**src/common/sst_pkg.sv**
```systemverilog
// constants and types shared by the safety stop test sequencer
package sst_pkg;
  // ******************************
  // timing
  // ******************************
  localparam int          CLK_PERIOD_NS     = 25;
  localparam int          MS_NS             = 1000000;
  localparam int          MS_CYCLES_DEF     = (MS_NS + CLK_PERIOD_NS - 1) / CLK_PERIOD_NS;
  localparam logic [9:0]  MS_PER_S          = 10'h3e8;
  localparam int          S_PER_H           = 3600;
  localparam int          SELFTEST_PERIOD_H = 8;
  localparam logic [31:0] SELFTEST_PERIOD_DEF = 32'(SELFTEST_PERIOD_H * S_PER_H);
  localparam logic [31:0] STOP_DELAY_DEF    = 32'h0000_0000;
  localparam logic [31:0] RAMP_TIME_DEF     = 32'h0000_0000;
  localparam logic [31:0] TIMER_RST         = 32'h0000_0000;

  // ******************************
  // register map
  // ******************************
  localparam int         ADDR_W          = 8;
  localparam logic [7:0] OFF_PERIOD      = 8'h00;
  localparam logic [7:0] OFF_DELAY       = 8'h04;
  localparam logic [7:0] OFF_BRAKE       = 8'h08;
  localparam logic [7:0] OFF_RAMP        = 8'h0c;
  localparam logic [7:0] OFF_COPY        = 8'h10;
  localparam logic [7:0] OFF_CONFIRM     = 8'h14;
  localparam logic [7:0] OFF_PW_ENTRY    = 8'h18;
  localparam logic [7:0] OFF_PW_NEW      = 8'h1c;
  localparam logic [7:0] OFF_PW_CONFIRM  = 8'h20;
  localparam logic [7:0] OFF_STATUS      = 8'h24;
  localparam logic [7:0] OFF_TIME_LEFT   = 8'h28;

  // ******************************
  // keys, reset values, status bits
  // ******************************
  localparam logic [31:0] COPY_KEY     = 32'h0000_0057;
  localparam logic [31:0] CONFIRM_KEY  = 32'h0000_00ac;
  localparam logic [31:0] KEY_RST      = 32'h0000_0000;
  localparam logic [31:0] PW_RST       = 32'h0000_0000;
  localparam int ST_TORQUE_OFF  = 0;
  localparam int ST_REQUIRED    = 1;
  localparam int ST_WARNING     = 2;
  localparam int ST_TEST_BUSY   = 3;
  localparam int ST_PW_NEEDED   = 4;
  localparam int ST_PW_REJECT   = 5;
  localparam int ST_RESTART_DUE = 6;
  localparam int ST_IMAGE_OK    = 7;
  localparam int ST_BRAKE_EN    = 8;

  // ******************************
  // pin inputs
  // ******************************
  localparam int SYNC_W       = 6;
  localparam int IN_SUPPLY    = 0;
  localparam int IN_TORQUE_SEL = 1;
  localparam int IN_STOP_SEL   = 2;
  localparam int IN_PATH_OK   = 3;
  localparam int IN_BRAKE_OK  = 4;
  localparam int IN_BRAKE_FIT = 5;

  // ******************************
  // types
  // ******************************
  typedef struct packed {
    logic [31:0] period;
    logic [31:0] delay;
    logic        brake;
  } sst_cfg_t;

  localparam sst_cfg_t CFG_RST = '{SELFTEST_PERIOD_DEF, STOP_DELAY_DEF, 1'b0};

  typedef enum logic [1:0] {
    TS_IDLE = 2'b01,
    TS_TEST = 2'b10
  } sst_state_t;
endpackage

```
**src/sst_top.sv**
```systemverilog
// safety stop test sequencer: self-test supervision, timed stop, safety settings
// ******************************
// What this block does
// run torque shut-off self-test each time supply power comes up
// run the self-test each time safe torque removal is selected
// with brake relay module fitted the test also exercises its circuits
// self-test monitoring period is programmable, default eight hours
// remaining time until the next self-test is readable
// status bit is one while a self-test is required
// test-due warning raised without touching normal drive operation
// on the warning the controller stops motor, then removes torque or cycles supply
// safe stop one decelerates the motor with the fast-stop ramp time
// when the stop delay expires torque is removed whatever the speed
// the configurer sets the stop delay longer than the fast-stop ramp time
// brake control enable: zero locks safe brake control, one enables it
// writing 57 hex to the copy register builds the redundant image
// writing ac hex to the confirm register confirms the settings change
// password defaults to zero and accepts only 1 to ffff ffff hex
// with default password activation demands a new password first
// an impermissible new password is refused and the old one kept
// activated settings apply only after supply off and on again
// status bit is one while safe torque removal is active
// a passed self-test reloads the timer and clears flag and warning
// ******************************
`timescale 1ns/1ps
module sst_top #(
  parameter int MS_CYCLES = sst_pkg::MS_CYCLES_DEF
) (
  // clock, reset, enable
  input  wire logic        clk_in,
  input  wire logic        rst_in,
  input  wire logic        ce_in,
  // register port
  input  wire logic [7:0]  addr_in,
  input  wire logic [31:0] wr_data_in,
  input  wire logic        wr_in,
  input  wire logic        rd_in,
  output logic      [31:0] rd_data_out,
  // pins from the drive
  input  wire logic        supply_good_in,
  input  wire logic        safe_torque_removal_sel_in,
  input  wire logic        safe_stop_one_sel_in,
  input  wire logic        path_ok_in,
  input  wire logic        brake_ok_in,
  input  wire logic        brake_fitted_in,
  // drive control
  output logic             safe_torque_removal_out,
  output logic             fast_stop_out,
  output logic      [31:0] fast_stop_ramp_time_out,
  output logic             path_test_out,
  output logic             brake_test_out,
  output logic             brake_ctrl_enable_out,
  // status to the controller
  output logic             selftest_required_flag_out,
  output logic             selftest_due_warning_out,
  output logic             torque_removed_flag_out
);
  // ******************************
  // declarations
  // ******************************
  localparam logic [15:0] MS_LAST = 16'(MS_CYCLES - 1);

  logic [sst_pkg::SYNC_W-1:0] pin_s;
  logic [sst_pkg::SYNC_W-1:0] pin_d_reg;
  logic [sst_pkg::SYNC_W-1:0] rise;
  logic [15:0]                ms_cnt_reg;
  logic [9:0]                 sec_cnt_reg;
  logic                       ms_tick;
  logic                       sec_tick;
  sst_pkg::sst_state_t        state_reg;
  logic                       test_done;
  logic                       start_test;
  logic [31:0]                time_left;
  logic                       st_expire;
  logic [31:0]                dly_cnt;
  logic                       stop_off_reg;
  sst_pkg::sst_cfg_t          pend_reg;
  sst_pkg::sst_cfg_t          image_reg;
  sst_pkg::sst_cfg_t          commit_reg;
  sst_pkg::sst_cfg_t          act_reg;
  logic                       image_ok_reg;
  logic [31:0]                copy_reg;
  logic [31:0]                confirm_reg;
  logic [31:0]                pw_reg;
  logic [31:0]                pw_new_reg;
  logic                       unlock_reg;
  logic                       pw_need_reg;
  logic                       pw_rej_reg;
  logic                       pw_ok;
  logic [31:0]                status;
  logic [31:0]                rd_next;

  function automatic logic wr_hit(input logic wr, input logic [7:0] a, input logic [7:0] off);
    wr_hit = wr && a == off;
  endfunction

  // ******************************
  // pin synchronisers and edges
  // ******************************
  sst_sync u_sync (
    .clk_in (clk_in),
    .rst_in (rst_in),
    .ce_in  (ce_in),
    .d_in   ({brake_fitted_in, brake_ok_in, path_ok_in,
              safe_stop_one_sel_in, safe_torque_removal_sel_in, supply_good_in}),
    .q_out  (pin_s)
  );

  always_ff @(posedge clk_in or posedge rst_in) begin
    if (rst_in) begin
      pin_d_reg <= '0;
    end else if (ce_in) begin
      pin_d_reg <= pin_s;
    end
  end

  assign rise = pin_s & ~pin_d_reg;

  // ******************************
  // millisecond and second ticks
  // ******************************
  assign ms_tick  = ms_cnt_reg == MS_LAST;
  assign sec_tick = ms_tick && sec_cnt_reg == sst_pkg::MS_PER_S - 10'h001;

  always_ff @(posedge clk_in or posedge rst_in) begin
    if (rst_in) begin
      ms_cnt_reg  <= 16'h0000;
      sec_cnt_reg <= 10'h000;
    end else if (ce_in) begin
      ms_cnt_reg <= ms_tick ? 16'h0000 : ms_cnt_reg + 16'h0001;
      if (sec_tick) begin
        sec_cnt_reg <= 10'h000;
      end else if (ms_tick) begin
        sec_cnt_reg <= sec_cnt_reg + 10'h001;
      end
    end
  end

  // ******************************
  // self-test sequence
  // ******************************
  assign start_test = rise[sst_pkg::IN_SUPPLY] | rise[sst_pkg::IN_TORQUE_SEL];
  assign test_done  = state_reg == sst_pkg::TS_TEST && pin_s[sst_pkg::IN_PATH_OK] &&
                      (pin_s[sst_pkg::IN_BRAKE_OK] || !pin_s[sst_pkg::IN_BRAKE_FIT]);

  always_ff @(posedge clk_in or posedge rst_in) begin
    if (rst_in) begin
      state_reg      <= sst_pkg::TS_IDLE;
      path_test_out  <= 1'b0;
      brake_test_out <= 1'b0;
    end else if (ce_in) begin
      case (state_reg)
        sst_pkg::TS_IDLE: begin
          if (start_test) begin
            state_reg <= sst_pkg::TS_TEST;
          end
        end
        sst_pkg::TS_TEST: begin
          if (test_done) begin
            state_reg <= sst_pkg::TS_IDLE;
          end
        end
        default: begin
          state_reg <= sst_pkg::TS_IDLE;
        end
      endcase
      path_test_out  <= state_reg == sst_pkg::TS_TEST && !test_done;
      brake_test_out <= state_reg == sst_pkg::TS_TEST && !test_done &&
                        pin_s[sst_pkg::IN_BRAKE_FIT];
    end
  end

  // monitoring timer in seconds
  sst_timer u_test_timer (
    .clk_in      (clk_in),
    .rst_in      (rst_in),
    .ce_in       (ce_in),
    .load_in     (test_done),
    .load_val_in (act_reg.period),
    .tick_in     (sec_tick),
    .count_out   (time_left),
    .expire_out  (st_expire)
  );

  // expiry sets, a passed test clears; the set wins
  always_ff @(posedge clk_in or posedge rst_in) begin
    if (rst_in) begin
      selftest_required_flag_out <= 1'b1;
      selftest_due_warning_out   <= 1'b0;
    end else if (ce_in) begin
      if (st_expire) begin
        selftest_required_flag_out <= 1'b1;
        selftest_due_warning_out   <= 1'b1;
      end else if (test_done) begin
        selftest_required_flag_out <= 1'b0;
        selftest_due_warning_out   <= 1'b0;
      end
    end
  end

  // ******************************
  // safe stop one and torque removal
  // ******************************
  sst_timer u_stop_timer (
    .clk_in      (clk_in),
    .rst_in      (rst_in),
    .ce_in       (ce_in),
    .load_in     (rise[sst_pkg::IN_STOP_SEL]),
    .load_val_in (act_reg.delay),
    .tick_in     (ms_tick),
    .count_out   (dly_cnt),
    .expire_out  ()
  );

  always_ff @(posedge clk_in or posedge rst_in) begin
    if (rst_in) begin
      fast_stop_out           <= 1'b0;
      fast_stop_ramp_time_out <= sst_pkg::RAMP_TIME_DEF;
      stop_off_reg            <= 1'b0;
    end else if (ce_in) begin
      fast_stop_out <= pin_s[sst_pkg::IN_STOP_SEL];
      if (!pin_s[sst_pkg::IN_STOP_SEL]) begin
        stop_off_reg <= 1'b0;
      end else if (fast_stop_out && dly_cnt == sst_pkg::TIMER_RST) begin
        stop_off_reg <= 1'b1;
      end
      if (wr_hit(wr_in, addr_in, sst_pkg::OFF_RAMP)) begin
        fast_stop_ramp_time_out <= wr_data_in;
      end
    end
  end

  always_ff @(posedge clk_in or posedge rst_in) begin
    if (rst_in) begin
      safe_torque_removal_out <= 1'b0;
      torque_removed_flag_out <= 1'b0;
      brake_ctrl_enable_out   <= 1'b0;
    end else if (ce_in) begin
      safe_torque_removal_out <= pin_s[sst_pkg::IN_TORQUE_SEL] | stop_off_reg |
                                 (state_reg == sst_pkg::TS_TEST);
      torque_removed_flag_out <= pin_s[sst_pkg::IN_TORQUE_SEL] | stop_off_reg |
                                 (state_reg == sst_pkg::TS_TEST);
      brake_ctrl_enable_out   <= act_reg.brake;
    end
  end

  // ******************************
  // safety settings and password
  // ******************************
  assign pw_ok = wr_data_in == pw_new_reg && wr_data_in != sst_pkg::PW_RST &&
                 (unlock_reg || pw_reg == sst_pkg::PW_RST);

  always_ff @(posedge clk_in or posedge rst_in) begin
    if (rst_in) begin
      pend_reg     <= sst_pkg::CFG_RST;
      image_reg    <= sst_pkg::CFG_RST;
      image_ok_reg <= 1'b0;
      copy_reg     <= sst_pkg::KEY_RST;
      confirm_reg  <= sst_pkg::KEY_RST;
      commit_reg   <= sst_pkg::CFG_RST;
      act_reg      <= sst_pkg::CFG_RST;
    end else if (ce_in) begin
      if (wr_hit(wr_in, addr_in, sst_pkg::OFF_PERIOD)) begin
        pend_reg.period <= wr_data_in;
      end
      if (wr_hit(wr_in, addr_in, sst_pkg::OFF_DELAY)) begin
        pend_reg.delay <= wr_data_in;
      end
      if (wr_hit(wr_in, addr_in, sst_pkg::OFF_BRAKE)) begin
        pend_reg.brake <= wr_data_in[0];
      end
      if (wr_hit(wr_in, addr_in, sst_pkg::OFF_COPY)) begin
        copy_reg <= wr_data_in;
        if (wr_data_in == sst_pkg::COPY_KEY) begin
          image_reg    <= pend_reg;
          image_ok_reg <= 1'b1;
        end
      end else if (wr_hit(wr_in, addr_in, sst_pkg::OFF_PERIOD) ||
                   wr_hit(wr_in, addr_in, sst_pkg::OFF_DELAY) ||
                   wr_hit(wr_in, addr_in, sst_pkg::OFF_BRAKE)) begin
        image_ok_reg <= 1'b0;
      end
      if (wr_hit(wr_in, addr_in, sst_pkg::OFF_CONFIRM)) begin
        confirm_reg <= wr_data_in;
        if (wr_data_in == sst_pkg::CONFIRM_KEY && image_ok_reg && unlock_reg &&
            pw_reg != sst_pkg::PW_RST) begin
          commit_reg <= image_reg;
        end
      end
      if (rise[sst_pkg::IN_SUPPLY]) begin
        act_reg <= commit_reg;
      end
    end
  end

  always_ff @(posedge clk_in or posedge rst_in) begin
    if (rst_in) begin
      pw_reg      <= sst_pkg::PW_RST;
      pw_new_reg  <= sst_pkg::PW_RST;
      unlock_reg  <= 1'b0;
      pw_need_reg <= 1'b0;
      pw_rej_reg  <= 1'b0;
    end else if (ce_in) begin
      if (wr_hit(wr_in, addr_in, sst_pkg::OFF_PW_ENTRY)) begin
        unlock_reg <= wr_data_in == pw_reg && wr_data_in != sst_pkg::PW_RST;
      end
      if (wr_hit(wr_in, addr_in, sst_pkg::OFF_PW_NEW)) begin
        pw_new_reg <= wr_data_in;
      end
      if (wr_hit(wr_in, addr_in, sst_pkg::OFF_PW_CONFIRM)) begin
        pw_rej_reg <= !pw_ok;
        if (pw_ok) begin
          pw_reg      <= wr_data_in;
          pw_need_reg <= 1'b0;
        end
      end
      if (wr_hit(wr_in, addr_in, sst_pkg::OFF_CONFIRM) && wr_data_in == sst_pkg::CONFIRM_KEY &&
          pw_reg == sst_pkg::PW_RST) begin
        pw_need_reg <= 1'b1;
      end
    end
  end

  // ******************************
  // register read port
  // ******************************
  always_comb begin
    status = 32'h0000_0000;
    status[sst_pkg::ST_TORQUE_OFF]  = torque_removed_flag_out;
    status[sst_pkg::ST_REQUIRED]    = selftest_required_flag_out;
    status[sst_pkg::ST_WARNING]     = selftest_due_warning_out;
    status[sst_pkg::ST_TEST_BUSY]   = state_reg == sst_pkg::TS_TEST;
    status[sst_pkg::ST_PW_NEEDED]   = pw_need_reg;
    status[sst_pkg::ST_PW_REJECT]   = pw_rej_reg;
    status[sst_pkg::ST_RESTART_DUE] = commit_reg != act_reg;
    status[sst_pkg::ST_IMAGE_OK]    = image_ok_reg;
    status[sst_pkg::ST_BRAKE_EN]    = act_reg.brake;
    case (addr_in)
      sst_pkg::OFF_PERIOD:    rd_next = pend_reg.period;
      sst_pkg::OFF_DELAY:     rd_next = pend_reg.delay;
      sst_pkg::OFF_BRAKE:     rd_next = {31'h0000_0000, pend_reg.brake};
      sst_pkg::OFF_RAMP:      rd_next = fast_stop_ramp_time_out;
      sst_pkg::OFF_COPY:      rd_next = copy_reg;
      sst_pkg::OFF_CONFIRM:   rd_next = confirm_reg;
      sst_pkg::OFF_STATUS:    rd_next = status;
      sst_pkg::OFF_TIME_LEFT: rd_next = time_left;
      default:                rd_next = 32'h0000_0000;
    endcase
  end

  always_ff @(posedge clk_in or posedge rst_in) begin
    if (rst_in) begin
      rd_data_out <= 32'h0000_0000;
    end else if (ce_in) begin
      rd_data_out <= rd_in ? rd_next : 32'h0000_0000;
    end
  end
endmodule

```
**src/sst_sync.sv**
```systemverilog
// two flip-flop synchroniser for the pin inputs
`timescale 1ns/1ps
module sst_sync (
  // clock and reset
  input  wire logic                      clk_in,
  input  wire logic                      rst_in,
  input  wire logic                      ce_in,
  // pins and synchronised copy
  input  wire logic [sst_pkg::SYNC_W-1:0] d_in,
  output logic      [sst_pkg::SYNC_W-1:0] q_out
);
  logic [sst_pkg::SYNC_W-1:0] meta_reg;

  always_ff @(posedge clk_in or posedge rst_in) begin
    if (rst_in) begin
      meta_reg <= '0;
      q_out    <= '0;
    end else if (ce_in) begin
      meta_reg <= d_in;
      q_out    <= meta_reg;
    end
  end
endmodule

```
**src/sst_timer.sv**
```systemverilog
// down counter with reload and a pulse when it reaches zero
`timescale 1ns/1ps
module sst_timer (
  // clock and reset
  input  wire logic        clk_in,
  input  wire logic        rst_in,
  input  wire logic        ce_in,
  // control
  input  wire logic        load_in,
  input  wire logic [31:0] load_val_in,
  input  wire logic        tick_in,
  // state
  output logic      [31:0] count_out,
  output logic             expire_out
);
  always_ff @(posedge clk_in or posedge rst_in) begin
    if (rst_in) begin
      count_out <= sst_pkg::TIMER_RST;
    end else if (ce_in) begin
      if (load_in) begin
        count_out <= load_val_in;
      end else if (tick_in && count_out != sst_pkg::TIMER_RST) begin
        count_out <= count_out - 32'h0000_0001;
      end
    end
  end

  // last step down to zero, not when reloading
  assign expire_out = ce_in && !load_in && tick_in && count_out == 32'h0000_0001;
endmodule

```
**config.mk**
```make
export PLATFORM = sky130hd
export DESIGN_NAME = sst_top
export DESIGN_NICKNAME = d
export VERILOG_FILES = /design/src/common/sst_pkg.sv /design/src/sst_top.sv /design/src/sst_sync.sv /design/src/sst_timer.sv
export SDC_FILE = /design/constraint.sdc
export NUM_CORES = 1
export LEC_CHECK = 0
export ABC_CLOCK_PERIOD_IN_PS = 20500
export BUFFER_PORTS_ARGS = -buffer_cell sky130_fd_sc_hd__buf_2
export CORE_MARGIN = 2
export CORE_UTILIZATION = 55
export CTS_CLUSTER_SIZE = 20
export DETAILED_ROUTE_END_ITERATION = 12
export GPL_TIMING_DRIVEN = 0
export PLACE_DENSITY = 0.8
export REMOVE_ABC_BUFFERS = 1
export SLEW_MARGIN = 30
export SYNTH_ARGS = -nofsm -noshare
export SYNTH_HDL_FRONTEND = slang
export SYNTH_HIERARCHICAL = 1
export SYNTH_SLANG_ARGS = --single-unit
```
**constraint.sdc**
```tcl
create_clock -name clk_in -period 20.5 [get_ports clk_in]
set_clock_uncertainty 0.15 [all_clocks]
set_input_delay 3.075 -clock clk_in [delete_from_list [all_inputs] [get_ports clk_in]]
set_output_delay 3.075 -clock clk_in [all_outputs]
set_load 0.05 [all_outputs]
```
# Word-level counts from Yosys, hierarchy flattened
# Cells that the tools add are included.
# op_classes
add_sub_neg	4
eq_ne	24
n_mux	22
bitwise_logic	5
reduce_logical	70
# op_table
op	n
$pmux 32 s8	1
$mux 32	5
$reduce_bool 32->1	4
$ne 65x65->1	1
$eq 32x32->1	2
$logic_not 32->1	2
$sub 32x1->32 const B	2
$eq 32x1->1 const B	1
$eq 32x7->1 const B	1
$eq 32x8->1 const B	1
$eq 8x5->1 const B	4
$reduce_and 2->1	15
$logic_and 1x1->1	28
$eq 8x6->1 const B	3
$mux 10	2
$reduce_and 3->1	6
$add 16x1->16 const B	1
$eq 16x16->1 const B	1
$eq 8x4->1 const B	2
$mux 16	1
$reduce_bool 2->1	7
$add 10x1->10 const B	1
$eq 10x10->1 const B	1
$mux 1	10
other kinds (13)	23
# word_totals
reg_bits	571

# Depth between registers and ports, before layout
# Gate-level depths: netlist of the first run.
# logic_depth
word_depth	9
depth_mapped	9
mapped_depth_nobuf	9

# Cells and area by module
# The synthesis of the first run kept the hierarchy.
# modules_own_cells
mod	instances	cells_per_inst	area_per_inst_um2	seq_area_each_um2
sst_top	1	1612	21844.7	12384.4
sst_timer	2	273	2272.2	800.8
sst_sync	1	26	488.0	300.3

# Least setup slack after synthesis of the first run
# Ideal clock, no wire load.
# synth_timing
path_kind	input to register
startpoint	input addr_in[3]
endpoint	register commit_reg[10] (netlist name)
arrival_time_ns	5.089
required_time_ns	20.223
slack_ns	15.133
cell_stages	8
path_buffers	3
path_cell_list	or4b_1 clkbuf_1 nor3_4 nand3_1 nor4b_2 buf_4 buf_6 mux2_1
# synth_via
elab_chain_cells	3
# synth_lines
item	line_no	text
from (decl)	sst_top.sv:34	input wire logic [7:0] addr_in,
$eq 8x5->1	sst_top.sv:94	wr_hit = wr && a == off;
$logic_and 1x1->1	sst_top.sv:94	
$reduce_and 3->1 (no line)	-	
to (signal assigned)	sst_top.sv:260	commit_reg <= sst_pkg::CFG_RST;
to (signal assigned)	sst_top.sv:287	commit_reg <= image_reg;
to (decl)	sst_top.sv:79	sst_pkg::sst_cfg_t commit_reg;
# No other way between the ends.
# A chain may end at the register's enable or synchronous reset.

# Final worst setup path of the first run
# layout_timing
startpoint	input ce_in
endpoint	register image_reg[30] (netlist name)
# layout_via
elab_chain_cells	1
# layout_lines
item	line_no	text
from (decl)	sst_top.sv:32	input wire logic ce_in,
$reduce_and 3->1 (no line)	-	
to (signal assigned)	sst_top.sv:256	image_reg <= sst_pkg::CFG_RST;
to (signal assigned)	sst_top.sv:275	image_reg <= pend_reg;
to (decl)	sst_top.sv:78	sst_pkg::sst_cfg_t image_reg;
# No other way between the ends.

==> reports/qor.yml, run 1 <==
relSlewSlack_pct: 32.3
end_kind: "flip-flop"
route.detailed.drc: 0
clk_latency_ps: 640
dr_wl_met3_um: 5730
finalMaxSlewViolations: 0
cts_max_level: 2
post_cts.repair.setup_buffers: 0
first_iter_violations: 1879
hold_violations: 0
cts_tree: "built"
fin_area_mm2: 0.0305
setup_viol: 0
tightest_slew_ps: 1010
wl_met2_um: 36800
rsz0062_at_grt: "false"
start_util_pct: 56.0
die_x_um: 225
ctsResizeCount: 0
clk_pin_slew_worst_paths_ps: 60
ys_warn_count: 6
drt_pass1_iterations: 8
syn_inst: 2181
placed_cell_area_mm2: 0.0284
gp_congestion: 1.00
dieArea_mm2: 0.0506
dp_hpwl_um: 54200
finalCritPeriodShare_pct: 33.2
clockRootBuffer: "clkbuf_16"
cp_data_required_time_ps: 20860
grt-ovfl-total: 0
antenna_found_initial: 2
layout-drive-gt1-share_pct: 32.5
die_h_um: 225
hold_path_class: "reg -> reg"
syn_area_per_cell_um2: 12.3
p_per_area_mw_per_mm2: 88.3
viasPerCell: 6.57
hold_buffers: 0
outcome: "complete, no violations"
crit_path_max_fanout: 38
fmax_ghz: 0.147
nets: 2313
cp.arrival_ps: 7160
core.rowCount: 80
setup.worst_path.class: "in -> reg"
io_pins: 123
min_period_ps: 6800
wl_met1_um: 30800
whs_ps: 337
core_area_mm2: 0.0479
synth_area_mm2: 0.0269
numCtsBuffers: 56
p_leak_nw: 14.4
wl_per_cell_um: 26.3
port_buffers: 122
start_kind: "primary input"
vdd_drop_max_mv: 0.0750
dr_total_vias: 19200
drtAntennaViolNets: 0
grt_pass1_vias: 19700
grt_max_degree: 97
grt_use_total_pct: 30.8
dr.max_layer_used: "met4"
wirelength_um: 76800
cts.sinks: 570
cap_violations: 0
clockBufferDepth: 3
area_growth_pct: 13.5
grt_pass1_wl_um: 119000
## final cells by class
class | count | area (um^2)
fillers | 3572 | 17500
flip-flops and latches | 570 | 14300
multi-input cells | 1429 | 11900
clock buffers | 76 | 1620
repair buffers | 169 | 1330
well taps | 615 | 769
clock inverters | 30 | 427
inverters | 31 | 125
diodes | 1 | 2.50
## where the power goes
part | leakage [nW] | total [mW] | internal [mW] | switching (mW)
Combinational | 5.67 | 0.321 | 0.116 | 0.205
Sequential | 7.75 | 1.25 | 1.18 | 0.0739
Clock | 0.999 | 1.12 | 0.659 | 0.461
## path summary, 6_finish.rpt
kind	from	to	slack, ps	depth (start not counted)
max in group asynchronous	rst_in	pend_reg[40]	16000	5
max	ce_in	image_reg[30]	13700	12
min	image_reg[29]	commit_reg[29]	340	1
max reg2reg	ms_cnt_reg[8]	selftest_due_warning_out	16080	9
min reg2reg	image_reg[29]	commit_reg[29]	340	1
min in group asynchronous	rst_in	u_sync/q_out[1]	2440	2
## metrics by stage
step	util (%)	cells	total power, mW	setup slack (ps)	TNS (ps)
finish	63.6	2921	2.69	13700	0
global route	63.6	2920	2.78	13580	0
CTS	63.6	2920	2.70	13790	0
detailed placement	59.3	2814	1.58	13170	0
global placement	57.5	2767	1.56	-1270	-576270
floorplan	-	2030	1.45	3520	0
## cell usage in the layout, fill, tap and decap left out, types with 25 or more instances in the layout
cell,instances
dfrtp_1,552
mux2_2,410
buf_2,120
nor2_1,102
xnor2_1,92
nand2_1,81
nor4_1,66
o21ai_0,60
clkbuf_16,56
nand4_1,51
xor2_1,51
mux2_1,50
a22oi_1,40
a22o_1,32
nand3_1,31
nor3_1,31
a222oi_1,27
inv_1,25
or4_1,25
## critical path, stage by stage
cell     delay (ps)
buf_4           450
buf_12          280
nand2_1         190
nor2_1          320
nand3_4         370
buf_12          320
nor4_4          730
buf_4           330
buf_4           230
buf_4           240
buf_4           210
mux2_2          350
## metal layers
| metal | up-vias | GRT usage (%) |
|---|---|---|
| li1 | 8265 | - |
| met1 | 9914 | 40.3 |
| met2 | 825 | 50.3 |
| met3 | 197 | 5.67 |
| met4 | 0 | 13.9 |
| met5 | - | 0 |
No activity file was read; power rests on OpenSTA's default activity.
==> run 2, diff against run 1 <==
--- a/config.mk
+++ b/config.mk
@@ -5,7 +5,7 @@
 export SDC_FILE = /design/constraint.sdc
 export NUM_CORES = 1
 export LEC_CHECK = 0
-export ABC_CLOCK_PERIOD_IN_PS = 20500
+export ABC_CLOCK_PERIOD_IN_PS = 6900
 export BUFFER_PORTS_ARGS = -buffer_cell sky130_fd_sc_hd__buf_2
 export CORE_MARGIN = 2
 export CORE_UTILIZATION = 55
==> constraint.sdc (replaced) <==
create_clock -name clk_in -period 6.9 [get_ports clk_in]
set_clock_uncertainty 0.15 [all_clocks]
set_input_delay 1.035 -clock clk_in [delete_from_list [all_inputs] [get_ports clk_in]]
set_output_delay 1.035 -clock clk_in [all_outputs]
set_load 0.05 [all_outputs]
==> reports/qor.yml, run 2 (same netlist as run 1, synthesis figures left out) <==
final_cell_count_no_fill: 2920  # was 2921
dp_hpwl_um: 54200  # unchanged
first_iter_violations: 1762  # was 1879
multi_input_area_mm2: 0.0119  # unchanged
internal-power_mw: 5.80  # was 1.95 mW
grt_pass1_wl_um: 119000  # about the same
p_per_area_mw_per_mm2: 263  # was 88.3 mW/mm^2
cap_violations: 0  # unchanged
wirelength_um: 76800  # about the same
drtAntennaViolNets: 0  # unchanged
start_kind: "primary input"  # unchanged
power.switching_mw: 2.20  # was 0.740 mW
grt-ovfl-total: 0  # unchanged
finalMaxSlewViolations: 0  # unchanged
grt_max_degree: 97  # unchanged
insertedDiodeCount: 0  # was 1
fmax_ghz: 0.211
io_pins: 123  # unchanged
p_seq_share_pct: 46.4  # was 46.5%
drt_pass1_iterations: 8  # unchanged
busiest_layer: "met2"  # unchanged
core_area_mm2: 0.0479  # unchanged
fin_ws_ps: 2150  # was 13700 ps
seq_area_mm2: 0.0143  # unchanged
port_buffers: 122  # unchanged
num-fill-cells: 3573  # was 3572
hold_violations: 0  # unchanged
hold_path_class: "reg -> reg"  # unchanged
grt_pass1_vias: 19700  # about the same
cts.sinks: 570  # unchanged
nets: 2313  # unchanged
end_kind: "flip-flop"  # unchanged
route.detailed.drc: 0  # unchanged
setup_viol: 0  # unchanged
final_cell_mix: "552 x dfrtp_1, 410 x mux2_2, 120 x buf_2"  # unchanged
clockRootBuffer: "clkbuf_16"  # unchanged
cp_data_required_time_ps: 7260  # was 20860 ps
grt_use_met3_pct: 5.67  # unchanged
rsz0062_at_grt: "false"  # unchanged
finalCritPeriodShare_pct: 68.8
p_leak_nw: 14.4  # about the same
min_period_ps: 4750
cts_tree: "built"  # unchanged
cp.arrival_ps: 5110  # was 7160 ps
clk_latency_ps: 640  # about the same
grt_util_met1_pct: 40.3  # about the same
setup.worst_path.class: "in -> reg"  # unchanged
vdd_drop_max_mv: 0.223  # was 0.0750 mV
area_growth_pct: 13.5  # about the same
p_sw_share_pct: 27.5  # about the same
dp_cells: 2814  # unchanged
relSlewSlack_pct: 31.3  # was 32.3%
clkPwrFrac_pct: 41.6  # about the same
outcome: "complete, no violations"  # unchanged
post_cts.repair.setup_buffers: 0  # unchanged
gp_congestion: 1.00  # unchanged
final_common_cell: "dfrtp_1"  # unchanged
final_core_util_pct: 63.6  # about the same
die_h_um: 225  # unchanged
dr_total_vias: 19200  # about the same
layout-drive-gt1-share_pct: 32.5  # unchanged
crit_path_max_fanout: 38  # unchanged
hold_buffers: 0  # unchanged
tightest_slew_ps: 1030  # was 1010 ps
die_x_um: 225  # unchanged
grt_use_total_pct: 30.8  # about the same
ctsResizeCount: 0  # unchanged
clk_pin_slew_worst_paths_ps: 60  # about the same
viasPerCell: 6.57  # about the same
cts_max_level: 2  # unchanged
antenna_found_initial: 2  # unchanged
core.rowCount: 80  # unchanged
clockBufferDepth: 3  # unchanged
pre_cts_ws_ps: 1610  # was 13170 ps
dieArea_mm2: 0.0506  # unchanged
numCtsBuffers: 56  # unchanged
total_power_mw: 8.00  # was 2.69 mW
start_util_pct: 56.0  # unchanged
combPwrFrac_pct: 11.9  # about the same
grt_util_met2_pct: 50.3  # unchanged
wl_per_cell_um: 26.3  # about the same
run 2: path summary, 6_finish.rpt:
path	from	slack, ps	cells after the start	to
hold / removal	image_reg[25]	340	1	commit_reg[25]
max in group asynchronous	rst_in	4450	5	pend_reg[40]
setup reg to reg	ms_cnt_reg[8]	2500	9	selftest_due_warning_out
min in group asynchronous	rst_in	390	2	u_sync/q_out[1]
setup / recovery	ce_in	2150	12	image_reg[30]
hold reg to reg	image_reg[25]	340	1	commit_reg[25]
run 2: power groups by stage:
stage               registers (mW)  logic [mW]  clock network (mW)
finish                        3.72       0.953                3.33
global route                  3.73        1.04                3.49
CTS                           3.71       0.941                3.37
detailed placement            3.77       0.936                   0
global placement              3.76       0.883                   0
floorplan                     3.72       0.599                   0
run 2: per-stage QoR:
| stage | hold WS, ps | area, um^2 | setup TNS, ps |
|---|---|---|---|
| after floorplan | 302 | 26200 | -4000650 |
| after global placement | 316 | 27600 | -7169280 |
| after detailed placement | 329 | 28400 | 0 |
| after CTS | 338 | 30500 | 0 |
| after global routing | 357 | 30500 | 0 |
| final | 338 | 30500 | 0 |
run 2: per-layer routing:
layer	up-vias	part of all wire [%]
met2	784	48
met3	199	7.4
met4	0	4.7
met1	9933	40
li1	8267	-
met5	-	0
run 2: cell type report:
class                           instances  share of cell area, %
Timing Repair Buffer                  169                   4.35
Clock buffer                           76                   5.30
Tap cell                              615                   2.53
Sequential cell                       570                   46.9
Clock inverter                         30                   1.40
Inverter                               31                  0.411
Multi-Input combinational cell       1429                   39.1
run 2: worst max-delay path: stages:
cell and delay [ps]:
buf_4 450, buf_12 280, nand2_1 190, nor2_1 320, nand3_4 370, buf_12 320, nor4_4 710, buf_4 330
buf_4 230, buf_4 240, buf_4 210, mux2_2 350
